### src/cic_pkg.sv
// package of constants and types for the core interrupt controller
package cic_pkg;
    // register offsets on the plain register port
    localparam logic [3:0] OFS_IRQ_CONTROL = 4'h0;
    localparam logic [3:0] OFS_PERIPH_FLAG_1 = 4'h1;
    localparam logic [3:0] OFS_PERIPH_FLAG_2 = 4'h2;
    localparam logic [3:0] OFS_PERIPH_ENABLE_1 = 4'h3;
    localparam logic [3:0] OFS_PERIPH_ENABLE_2 = 4'h4;
    localparam logic [3:0] OFS_PIN_CHANGE_FLAG = 4'h5;
    localparam logic [3:0] OFS_OPTION = 4'h6;
    localparam logic [3:0] OFS_SHADOW_STATUS = 4'h7;
    localparam logic [3:0] OFS_SHADOW_WREG = 4'h8;
    // control register bit positions; BIT_EDGE is the edge-select bit of the option register
    localparam int BIT_GLOBAL_EN = 7;
    localparam int BIT_PGIE = 6;
    localparam int BIT_TMR_IE = 5;
    localparam int BIT_EXT_IE = 4;
    localparam int BIT_PC_IE = 3;
    localparam int BIT_TMR_IF = 2;
    localparam int BIT_EXT_IF = 1;
    localparam int BIT_PC_IF = 0;
    localparam int BIT_EDGE = 6;
    // reset values
    localparam logic [7:0] RST_BYTE = 8'h00;
    localparam logic [7:0] RST_OPTION = 8'h40;
    localparam logic [14:0] RST_PC = 15'h0000;
    // vector and status mask (timeout and power-down bits are not saved)
    localparam logic [14:0] IRQ_VECTOR = 15'h0004;
    localparam logic [7:0] STATUS_SAVE_MASK = 8'he7;
    // entry sequence length in instruction cycles
    localparam logic [1:0] ENTRY_CYCLES = 2'h2;
    // entry sequence states
    typedef enum logic [2:0]
    {
        CIC_IDLE = 3'b001,
        CIC_FLUSH = 3'b010,
        CIC_VECTOR = 3'b100
    } cic_state_t;
endpackage

### src/cic_core.sv
// core interrupt controller: flags, enables, entry, return, sleep wake
`timescale 1ns/10ps
`default_nettype none
// How it works
// - any reset clears every enable
// - redirect needs global and own enables, plus group enable for peripherals
// - flags set regardless of enables
// - flags in control and two peripheral registers
// - entry flushes, clears global, pushes, saves, vectors
// - one vector, firmware polls flags
// - global clear means flag only
// - pending interrupt taken when global set again
// - return pops, restores shadows, sets global
// - synchronous latency three or four cycles
// - asynchronous latency three to five cycles
// - latency independent of instruction length
// - pin flag sampled each Q1 phase
// - only clockless sources wake from sleep
// - wake vectors if global set, else resumes
// - instruction after sleep runs before handler
// - pin edge-triggered, select set chooses rising edge, clear falling
// - valid pin edge sets flag, may redirect
// - context saved to shadows and restored
// - pin-change summary flag read-only derived
module cic_core
    import cic_pkg::*;
(
    input wire logic clk,
    input wire logic resetn,
    input wire logic [3:0] addr,
    input wire logic [7:0] wdata,
    input wire logic wr_en,
    input wire logic rd_en,
    output logic [7:0] rdata,
    input wire logic q1_phase,
    input wire logic tmr_overflow,
    input wire logic [7:0] periph_event_1,
    input wire logic [7:0] periph_event_2,
    input wire logic [5:0] pin_change_event,
    input wire logic ext_pin,
    input wire logic in_sleep,
    input wire logic [7:0] wake_capable_1,
    input wire logic after_sleep_done,
    input wire logic return_from_handler,
    input wire logic [14:0] cur_pc,
    input wire logic [7:0] cur_wreg,
    input wire logic [7:0] cur_status,
    input wire logic [7:0] cur_bsr,
    input wire logic [15:0] cur_fsr0,
    input wire logic [15:0] cur_fsr1,
    input wire logic [6:0] cur_pclath,
    output logic flush_prefetch,
    output logic push_pc,
    output logic [14:0] push_value,
    output logic load_pc,
    output logic [14:0] load_value,
    output logic pop_pc,
    output logic restore_ctx,
    output logic [7:0] shadow_wreg,
    output logic [7:0] shadow_status,
    output logic [7:0] shadow_bsr,
    output logic [15:0] shadow_fsr0,
    output logic [15:0] shadow_fsr1,
    output logic [6:0] shadow_pclath,
    output logic wake_up,
    output logic irq_request
);
    typedef struct packed
    {
        cic_state_t state;
        logic [1:0] cnt;
        logic [7:0] ctrl;
        logic [7:0] pflag1;
        logic [7:0] pflag2;
        logic [7:0] pen1;
        logic [7:0] pen2;
        logic [5:0] pcflag;
        logic [7:0] option;
        logic [2:0] pin_sync;
        logic pin_level;
        logic ext_latch;
        logic wake_pend;
        logic [7:0] rdata;
        logic flush;
        logic push;
        logic [14:0] push_value;
        logic load;
        logic pop;
        logic restore;
        logic [7:0] sh_w;
        logic [7:0] sh_st;
        logic [7:0] sh_bsr;
        logic [15:0] sh_f0;
        logic [15:0] sh_f1;
        logic [6:0] sh_pcl;
        logic wake;
        logic irq;
        logic [14:0] vec;
    } cic_regs_t;

    cic_regs_t r;
    cic_regs_t next_r;

    logic pc_summary;
    logic pend_any;
    logic pend_wake;
    logic edge_seen;
    logic irq_take;

    // summary flag follows the individual pin-change flags only
    assign pc_summary = |r.pcflag;

    // enabled pending term; group terms also need group enable
    assign pend_any = (r.ctrl[BIT_TMR_IE] & r.ctrl[BIT_TMR_IF])
        | (r.ctrl[BIT_EXT_IE] & r.ctrl[BIT_EXT_IF])
        | (r.ctrl[BIT_PC_IE] & pc_summary)
        | (r.ctrl[BIT_PGIE] & |((r.pflag1 & r.pen1) | (r.pflag2 & r.pen2)));

    // only clockless peripheral sources can wake the core
    assign pend_wake = (r.ctrl[BIT_EXT_IE] & r.ctrl[BIT_EXT_IF])
        | (r.ctrl[BIT_PC_IE] & pc_summary)
        | (r.ctrl[BIT_PGIE] & |(r.pflag1 & r.pen1 & wake_capable_1));

    // synchronised pin level: change counts once stages two and three agree
    assign edge_seen = (r.pin_sync[2] == r.pin_sync[1]) && (r.pin_sync[1] != r.pin_level)
        && (r.pin_sync[1] == r.option[BIT_EDGE]);

    // recognition on Q1 only, keeping latency fixed by phase; a return still
    // in flight blocks it, so the pc pushed is the one the core has popped
    assign irq_take = q1_phase && r.ctrl[BIT_GLOBAL_EN] && pend_any && !in_sleep
        && !r.wake_pend && !r.pop && r.state == CIC_IDLE;

    always_comb
    begin
        next_r = r;
        next_r.pin_sync = {r.pin_sync[1:0], ext_pin};
        next_r.flush = 1'b0;
        next_r.push = 1'b0;
        next_r.load = 1'b0;
        next_r.pop = 1'b0;
        next_r.restore = 1'b0;
        next_r.wake = 1'b0;
        next_r.rdata = RST_BYTE;
        if (r.pin_sync[2] == r.pin_sync[1])
        begin
            next_r.pin_level = r.pin_sync[1];
        end

        // software writes first; hardware events below win over clears
        if (wr_en)
        begin
            if (addr == OFS_IRQ_CONTROL)
            begin
                next_r.ctrl = {wdata[7:1], 1'b0};
            end
            else if (addr == OFS_PERIPH_FLAG_1)
            begin
                next_r.pflag1 = wdata;
            end
            else if (addr == OFS_PERIPH_FLAG_2)
            begin
                next_r.pflag2 = wdata;
            end
            else if (addr == OFS_PERIPH_ENABLE_1)
            begin
                next_r.pen1 = wdata;
            end
            else if (addr == OFS_PERIPH_ENABLE_2)
            begin
                next_r.pen2 = wdata;
            end
            else if (addr == OFS_PIN_CHANGE_FLAG)
            begin
                next_r.pcflag = wdata[5:0];
            end
            else if (addr == OFS_OPTION)
            begin
                next_r.option = wdata;
            end
            else if (addr == OFS_SHADOW_STATUS)
            begin
                next_r.sh_st = wdata & STATUS_SAVE_MASK;
            end
            else if (addr == OFS_SHADOW_WREG)
            begin
                next_r.sh_w = wdata;
            end
        end

        // event capture ignores every enable
        next_r.ctrl[BIT_TMR_IF] = next_r.ctrl[BIT_TMR_IF] | tmr_overflow;
        next_r.pflag1 = next_r.pflag1 | periph_event_1;
        next_r.pflag2 = next_r.pflag2 | periph_event_2;
        next_r.pcflag = next_r.pcflag | pin_change_event;
        // edge held until the next Q1 so the flag is visible at recognition
        if (edge_seen)
        begin
            next_r.ext_latch = 1'b1;
        end
        if (q1_phase && (r.ext_latch || edge_seen))
        begin
            next_r.ctrl[BIT_EXT_IF] = 1'b1;
            next_r.ext_latch = 1'b0;
        end

        // sleep wake: resume first, vector only after the next instruction;
        // the clear comes first so a wake in the same cycle wins
        if (r.wake_pend && after_sleep_done)
        begin
            next_r.wake_pend = 1'b0;
        end
        if (in_sleep && pend_wake)
        begin
            next_r.wake = 1'b1;
            next_r.wake_pend = r.ctrl[BIT_GLOBAL_EN];
        end

        // entry sequence
        case (r.state)
            CIC_IDLE:
            begin
                if (irq_take)
                begin
                    next_r.state = CIC_FLUSH;
                    next_r.cnt = ENTRY_CYCLES;
                    next_r.flush = 1'b1;
                    next_r.ctrl[BIT_GLOBAL_EN] = 1'b0;
                    next_r.push = 1'b1;
                    next_r.push_value = cur_pc;
                    next_r.sh_w = cur_wreg;
                    next_r.sh_st = cur_status & STATUS_SAVE_MASK;
                    next_r.sh_bsr = cur_bsr;
                    next_r.sh_f0 = cur_fsr0;
                    next_r.sh_f1 = cur_fsr1;
                    next_r.sh_pcl = cur_pclath;
                end
                else if (return_from_handler)
                begin
                    next_r.pop = 1'b1;
                    next_r.restore = 1'b1;
                    next_r.ctrl[BIT_GLOBAL_EN] = 1'b1;
                end
            end
            CIC_FLUSH:
            begin
                if (q1_phase)
                begin
                    next_r.cnt = r.cnt - 2'h1;
                    if (r.cnt == 2'h1)
                    begin
                        next_r.state = CIC_VECTOR;
                    end
                end
            end
            CIC_VECTOR:
            begin
                next_r.load = 1'b1;
                next_r.state = CIC_IDLE;
            end
            default:
            begin
                next_r.state = CIC_IDLE;
            end
        endcase

        next_r.irq = r.ctrl[BIT_GLOBAL_EN] & pend_any;
        next_r.vec = IRQ_VECTOR;

        // read data one cycle after the strobe
        if (rd_en)
        begin
            if (addr == OFS_IRQ_CONTROL)
            begin
                next_r.rdata = {r.ctrl[7:1], pc_summary};
            end
            else if (addr == OFS_PERIPH_FLAG_1)
            begin
                next_r.rdata = r.pflag1;
            end
            else if (addr == OFS_PERIPH_FLAG_2)
            begin
                next_r.rdata = r.pflag2;
            end
            else if (addr == OFS_PERIPH_ENABLE_1)
            begin
                next_r.rdata = r.pen1;
            end
            else if (addr == OFS_PERIPH_ENABLE_2)
            begin
                next_r.rdata = r.pen2;
            end
            else if (addr == OFS_PIN_CHANGE_FLAG)
            begin
                next_r.rdata = {2'h0, r.pcflag};
            end
            else if (addr == OFS_OPTION)
            begin
                next_r.rdata = r.option;
            end
            else if (addr == OFS_SHADOW_STATUS)
            begin
                next_r.rdata = r.sh_st;
            end
            else if (addr == OFS_SHADOW_WREG)
            begin
                next_r.rdata = r.sh_w;
            end
        end
    end

    // reset clears every enable so nothing redirects until software acts
    always_ff @(posedge clk)
    begin
        if (!resetn)
        begin
            r <= '0;
            r.state <= CIC_IDLE;
            r.option <= RST_OPTION;
            r.push_value <= RST_PC;
        end
        else
        begin
            r <= next_r;
        end
    end

    assign rdata = r.rdata;
    assign flush_prefetch = r.flush;
    assign push_pc = r.push;
    assign push_value = r.push_value;
    assign load_pc = r.load;
    assign load_value = r.vec;
    assign pop_pc = r.pop;
    assign restore_ctx = r.restore;
    assign shadow_wreg = r.sh_w;
    assign shadow_status = r.sh_st;
    assign shadow_bsr = r.sh_bsr;
    assign shadow_fsr0 = r.sh_f0;
    assign shadow_fsr1 = r.sh_f1;
    assign shadow_pclath = r.sh_pcl;
    assign wake_up = r.wake;
    assign irq_request = r.irq;
endmodule
`default_nettype wire

### config.mk
export PLATFORM = sky130hd
export DESIGN_NAME = cic_core
export DESIGN_NICKNAME = d
export VERILOG_FILES = /design/src/cic_pkg.sv /design/src/cic_core.sv
export SDC_FILE = /design/constraint.sdc
export NUM_CORES = 1
export LEC_CHECK = 0
export BUFFER_PORTS_ARGS = -buffer_cell sky130_fd_sc_hd__buf_2
export CAP_MARGIN = 15
export CORE_MARGIN = 2
export CORE_UTILIZATION = 36
export CTS_BUF_LIST = sky130_fd_sc_hd__clkbuf_4 sky130_fd_sc_hd__clkbuf_8
export CTS_CLUSTER_SIZE = 30
export DETAILED_ROUTE_END_ITERATION = 7
export SLEW_MARGIN = 15
export SYNTH_ARGS = -nofsm -noshare
export SYNTH_HDL_FRONTEND = slang
export SYNTH_SLANG_ARGS = --single-unit
### constraint.sdc
create_clock -name clk -period 4.1 [get_ports clk]
set_input_delay 1.025 -clock clk [delete_from_list [all_inputs] [get_ports clk]]
set_output_delay 1.025 -clock clk [all_outputs]
set_load 0.02 [all_outputs]
==> impl_metrics.csv, run 1 <==
group,metric,value,unit
run_status,status,"complete, no violations",
pwr,p_switching,0.000821,W
drt,via_per_inst,4.89,
global_routing,grt_pass1_wl,31700,microns
pwr,leakagePower,3.94,nW
drt,wl,20900,microns
global_routing,grt.overflow.total,0,
global_routing,grt_max_degree,87,
run,cap_violations,0,
floorplan,core,21200,sq um
drt,drt_iter0_markers,394,
cts,path_clk_slew,0.09,ns
timing,setup_tns,0,ns
yosys,ys_types,55,
worst_hold_path,hp-class,"flop to flop",
drt,vias,6112,
timing,setup_ws,1.48,ns
final_layout,fill_cells,2150,
floorplan,row_count,53,
timing,relSlewSlack,42.1,%
drt,wl_per_cell,16.8,microns
worst_setup_path,endpoint,"shadow_fsr1[11]",
yosys,synthTopCellsByCount,"nand2_1, dfxtp_1, buf_4, mux2i_1, clkbuf_1",
pwr,power_frac_seq,53.7,%
placement,io_buffers,221,
global_routing,grt_use_total,18.1,%
timing,fin_crit_sh,64.0,%
timing,fin_skew,0.0230,ns
floorplan,die_x,151,microns
worst_setup_path,cpMaxStageDelayCell,"o2111ai_2",
cts,worstSkewPairLatency,0.46,ns
placement,dp_hpwl,15000,microns
floorplan,die_h,151,microns
worst_setup_path,r2r_cells,6,
final_layout,drive_gt1_share,30.0,%
floorplan,die_area,22900,sq um
yosys,synth_top_area_share,40.0,%
worst_setup_path,r2r-end,"r[169]",
yosys,yosysTopAreaCell,"dfxtp_1",
yosys,synth_ff_type,"dfxtp_1",
worst_setup_path,worstPathCellList,"buf_2, nor3_1, nor2b_1, o2111ai_2, nand2_4, buf_12, mux2i_1",
yosys,synth_edf_count,0,
cts,cts_tree,"built",
drt,drcViolationCount,0,
yosys,synth_area_leaders,"dfxtp_1, mux2i_1, buf_4, nand2_1, mux2_2",
drt,antenna_left,0,
yosys,yosysMostFrequentCell,"nand2_1",
timing,worst_pin_slew,0.866,ns
yosys,syn_area,7810,sq um
global_routing,grt_pass1_vias,5720,
cts,htreeDepth,4,
cts,post_cts_buffers,0,
final_layout,final_area,8700,sq um
placement,post-place-cells,1216,
cts,ctsLongestPathBuffers,2,
yosys,seq_area_frac_synth,40.0,%
placement,gp_congestion,0.851,
yosys,synthCells,859,
yosys,synthArstFlopShare,0,%
timing,rsz0062_at_grt,"false",
global_routing,top_usage_layer,"met2",
final_layout,final_cells,1249,
timing,clock.fmax,381,MHz
final_layout,fin_nets,1091,
yosys,synth.avg_cell_area,9.10,sq um
global_routing,grt_util_met3,6.11,%
worst_setup_path,cp_max_fo,65,
worst_setup_path,worstPathRequired,4.48,ns
cts,cts_resized,0,
cts,clockRootBuffer,"clkbuf_8",
drt,dr.pass1.iters,4,
pwr,p_clk_share,36.6,%
pwr,vdd_drop_max,0.187,mV
floorplan,io_pins,238,
timing,hold_slack,0.440,ns
pwr,power_density,337,nW/um^2
cts,cts_hold_buf,0,
placement,placed_area,8340,sq um
yosys,synth-seq-cells,156,
worst_setup_path,end_kind,"flop",
worst_setup_path,startpoint_type,"primary input",
worst_setup_path,r2r-start,"r[139]",
pwr,intPower,0.00211,W
floorplan,start_util,36.9,%
timing,hold_viol_final,0,
worst_setup_path,reg2reg_slack,1.76,ns
pwr,p_sw_share,28.0,%
yosys,yosys_warnings,0,
timing,setup_viol,0,
global_routing,gr-usage-met1,23.2,%
final_layout,syn2layout_area_growth,11.3,%
placement,place_ws,0.998,ns
pwr,combPwrFrac,9.7,%
worst_setup_path,startpoint,"in_sleep",
cts,cts.sinks,156,
worst_setup_path,critPathArrivalTime,3.00,ns
global_routing,antenna_found_initial,2,
global_routing,grtUsageMet2,29.2,%
worst_setup_path,critPathMaxStageDelay,0.48,ns
cts,cts_buffers,17,
timing,period_minus_slack,2.62,ns
timing,drv_slew,0,
worst_setup_path,crit_type,"primary input to flop",
[cells by family (layout without fill, tap and decap cells)]
group,Yosys count,count (layout),synth area share [%]
compound gates,132,132,11.9
simple gates,277,277,17.0
flops,156,156,40.0
fa+ha+maj,1,1,0.160
other cells,1,15,0.0480
buf+inv,161,262,13.5
mux,131,131,17.4
[metrics by stage]
stage	total power [W]	util, %
final	0.00293	41.1
after floorplan	0.00178	-
after global routing	0.00306	41.1
after CTS	0.00297	41.1
after global placement	0.00189	39.4
after detailed placement	0.00189	39.4
[cells in the final DEF, fill, tap and decap left out, types with 6 or more instances in the layout]
cell	netlist	routed
buf_2	12	220
nand2_1	161	161
dfxtp_1	156	156
mux2i_1	102	102
nor2b_1	30	30
nand3_1	25	25
o21ai_0	25	25
o21a_1	24	24
mux2_2	22	22
clkbuf_8	0	18
a22oi_1	16	16
conb_1	1	14
a21oi_1	11	11
nand4_1	10	10
a21boi_0	10	10
nand2b_1	10	10
o211a_1	8	8
nor2_1	7	7
and2_1	6	6
nor3b_1	6	6
o21ai_1	6	6
o22ai_1	6	6
mux2_1	6	6
inv_6	0	6
[worst min-delay path by stage]
stage | start | endpoint | slack [ns] | depth (start not counted)
finish | next_r[112] | next_r[113] | 0.44 | 1
global route | shadow_fsr1[9] | shadow_fsr1[9] | 0.47 | 2
CTS | next_r[112] | next_r[113] | 0.44 | 1
detailed placement | next_r[112] | next_r[113] | 0.42 | 1
global placement | next_r[112] | next_r[113] | 0.42 | 1
floorplan | next_r[112] | next_r[113] | 0.41 | 1
[area by class of cell]
cell class | instances | area, sq um | area share (%)
diodes | 1 | 2.50 | 0.0288
clock buffers | 18 | 248 | 2.85
clock inverters | 14 | 108 | 1.24
inverters | 3 | 11.3 | 0.129
multi-input cells | 555 | 3690 | 42.4
flip-flops and latches | 156 | 3120 | 35.9
well taps | 275 | 344 | 3.96
repair buffers | 227 | 1170 | 13.5
[sequential cells by signal, summed over array words and instances, names as in the netlist]
| signal | count |
|---|---|
| next_r | 2 |
| shadow_status | 8 |
| wake_up | 1 |
| shadow_bsr | 8 |
| load_pc | 1 |
| r | 62 |
| shadow_pclath | 7 |
| pop_pc | 1 |
| irq_request | 1 |
| rdata | 8 |
| shadow_fsr0 | 16 |
| shadow_wreg | 8 |
| shadow_fsr1 | 16 |
| flush_prefetch | 1 |
| load_value | 1 |
| push_value | 15 |
[worst max-delay path: cells and delay by family]
family	cells	cell delay, ns
mux	1	0.24
simple gates	3	0.67
compound gates	1	0.48
buf+inv	2	0.51
[power groups by stage]
| stage | Combinational (W) | Sequential, W | Clock, W |
|---|---|---|---|
| 2_1_floorplan | 0.000188 | 0.00159 | 0 |
| 3_3_place_gp | 0.000282 | 0.00161 | 0 |
| 3_5_place_dp | 0.000285 | 0.00161 | 0 |
| 4_1_cts | 0.000286 | 0.00157 | 0.00112 |
| 5_1_grt | 0.000312 | 0.00157 | 0.00118 |
| 6_report | 0.000284 | 0.00157 | 0.00107 |
[per-layer routing]
| layer | wire length [microns] | vias to the layer above | part of all wire (%) |
|---|---|---|---|
| met5 | 13 | - | 0.062 |
| met4 | 256 | 2 | 1.2 |
| met3 | 1580 | 22 | 7.5 |
| met2 | 9880 | 224 | 47 |
| met1 | 9210 | 2817 | 44 |
| li1 | - | 3047 | - |
Power figures use the tool's default switching activity.
==> run 2: changes to the inputs <==
clock period = 2.1 ns   (was 4.1 ns; I/O delays follow)
==> run 2 against run 1 <==
Non-clock buffer count up 35. Setup slack worse by 1.3 ns. Core utilization up 1.7 points. Sequential power up 96%. Design area up 4.1%. Cell count up 2.8%. Power up 100%. Critical path depth down 1. Count of clock-buffer cells in the layout up 1. Register-to-register slack worse by 1.6 ns. Routed wire length up 1.5%. Clock skew down 0.0058 ns. Critical endpoint is now shadow_status[4].
==> impl_metrics.csv, run 2 (synthesized netlist as in run 1, its figures left out) <==
group,metric,value,unit
run_status,status,"complete, no violations",
drt,dr.pass1.iters,4,
drt,antenna_left,0,
final_layout,final_common_cell,"buf_2",
final_layout,final_util,42.8,%
pwr,combPwrFrac,10.0,%
timing,fin_crit_sh,91.5,%
pwr,power_density,652,nW/um^2
pwr,intPower,0.00428,W
timing,rsz0062_at_grt,"false",
floorplan,die_x,151,microns
final_layout,syn2layout_area_growth,15.9,%
timing,hold_viol_final,0,
worst_setup_path,critPathArrivalTime,2.29,ns
cts,worstSkewPairLatency,0.46,ns
placement,dp_hpwl,15900,microns
timing,drv_slew,0,
global_routing,grt_pass1_wl,32100,microns
final_layout,fin_nets,1126,
cts,ctsLongestPathBuffers,2,
worst_setup_path,crit_type,"flop to flop",
timing,period_minus_slack,1.92,ns
cts,path_clk_slew,0.09,ns
pwr,leakagePower,4.15,nW
drt,vias,6279,
timing,clock.fmax,520,MHz
worst_setup_path,cp_max_fo,15,
placement,io_buffers,221,
pwr,p_sw_share,27.4,%
cts,htreeDepth,4,
cts,cts_hold_buf,0,
pwr,p_switching,0.00162,W
worst_hold_path,hp-class,"primary input to flop",
cts,cts_buffers,17,
drt,wl_per_cell,16.6,microns
floorplan,start_util,36.9,%
floorplan,row_count,53,
cts,post_cts_buffers,0,
final_layout,top_register,"r",
worst_setup_path,startpoint_type,"flop",
global_routing,grt_use_total,18.4,%
global_routing,grt_max_degree,96,
global_routing,grt.overflow.total,0,
drt,drcViolationCount,0,
drt,wl,21300,microns
timing,setup_ws,0.178,ns
pwr,power_frac_seq,52.0,%
worst_setup_path,worstPathRequired,2.47,ns
cts,clockRootBuffer,"clkbuf_8",
floorplan,die_area,22900,sq um
placement,gp_congestion,0.882,
worst_setup_path,end_kind,"flop",
run,cap_violations,0,
final_layout,largest_register_ffs,62,
cts,cts_resized,0,
floorplan,core,21200,sq um
timing,fin_skew,0.0172,ns
timing,setup_viol,0,
final_layout,final_cell_mix,"buf_2, nand2_1, dfxtp_1",
timing,hold_slack,0.275,ns
placement,place_ws,0.0838,ns
global_routing,antenna_found_initial,2,
global_routing,grt_pass1_vias,5951,
drt,drt_iter0_markers,386,
pwr,vdd_drop_max,0.426,mV
cts,cts_tree,"built",
pwr,power,0.00590,W
floorplan,io_pins,238,
floorplan,die_h,151,microns
final_layout,drive_gt1_share,32.4,%
timing,setup_tns,0,ns
pwr,p_clk_share,38.0,%
drt,via_per_inst,4.89,
cts,cts.sinks,156,
run 2: metrics by stage:
step	area (sq um)	instances
after global routing	9050	1283
final	9050	1284
after floorplan	7860	872
after global placement	8660	1251
after detailed placement	8660	1251
after CTS	9050	1283
run 2: path summary, 6_finish.rpt:
| check | to | slack (ns) | start | cells past startpoint |
|---|---|---|---|---|
| setup reg to reg | shadow_status[4] | 0.18 | r[122] | 6 |
| setup / recovery | shadow_status[4] | 0.18 | r[122] | 6 |
| hold / removal | r[147] | 0.28 | periph_event_2[3] | 2 |
| hold reg to reg | next_r[113] | 0.44 | next_r[112] | 1 |
run 2: final cells by class:
type / instances / area, sq um
well taps: 275 / 344
fillers: 2145 / 12100
clock inverters: 13 / 133
diodes: 1 / 2.50
inverters: 3 / 11.3
multi-input cells: 555 / 3690
clock buffers: 19 / 255
flip-flops and latches: 156 / 3120
repair buffers: 262 / 1500
run 2: metal layers:
layer	wire [microns]	global-route usage (%)	vias up
met5	13	0	-
met4	420	6.03	2
met3	1620	5.90	31
met2	9730	29.4	238
met1	9480	23.6	2894
li1	-	-	3114
run 2: critical path, cell delays in order, from the launching register on:
cell and delay, ns:
dfxtp_1 0.36, nor4_4 0.42, a21oi_2 0.14, o21ai_2 0.22
buf_4 0.25, nand3_1 0.22, nor3b_1 0.24
run 2: power groups by stage:
stage	Sequential [W]	Combinational (W)	Clock, W
6_report	0.00307	0.000588	0.00224
5_1_grt	0.00308	0.000643	0.00245
4_1_cts	0.00307	0.000592	0.00232
3_5_place_dp	0.00314	0.000589	0
3_3_place_gp	0.00314	0.000585	0
2_1_floorplan	0.00311	0.000367	0
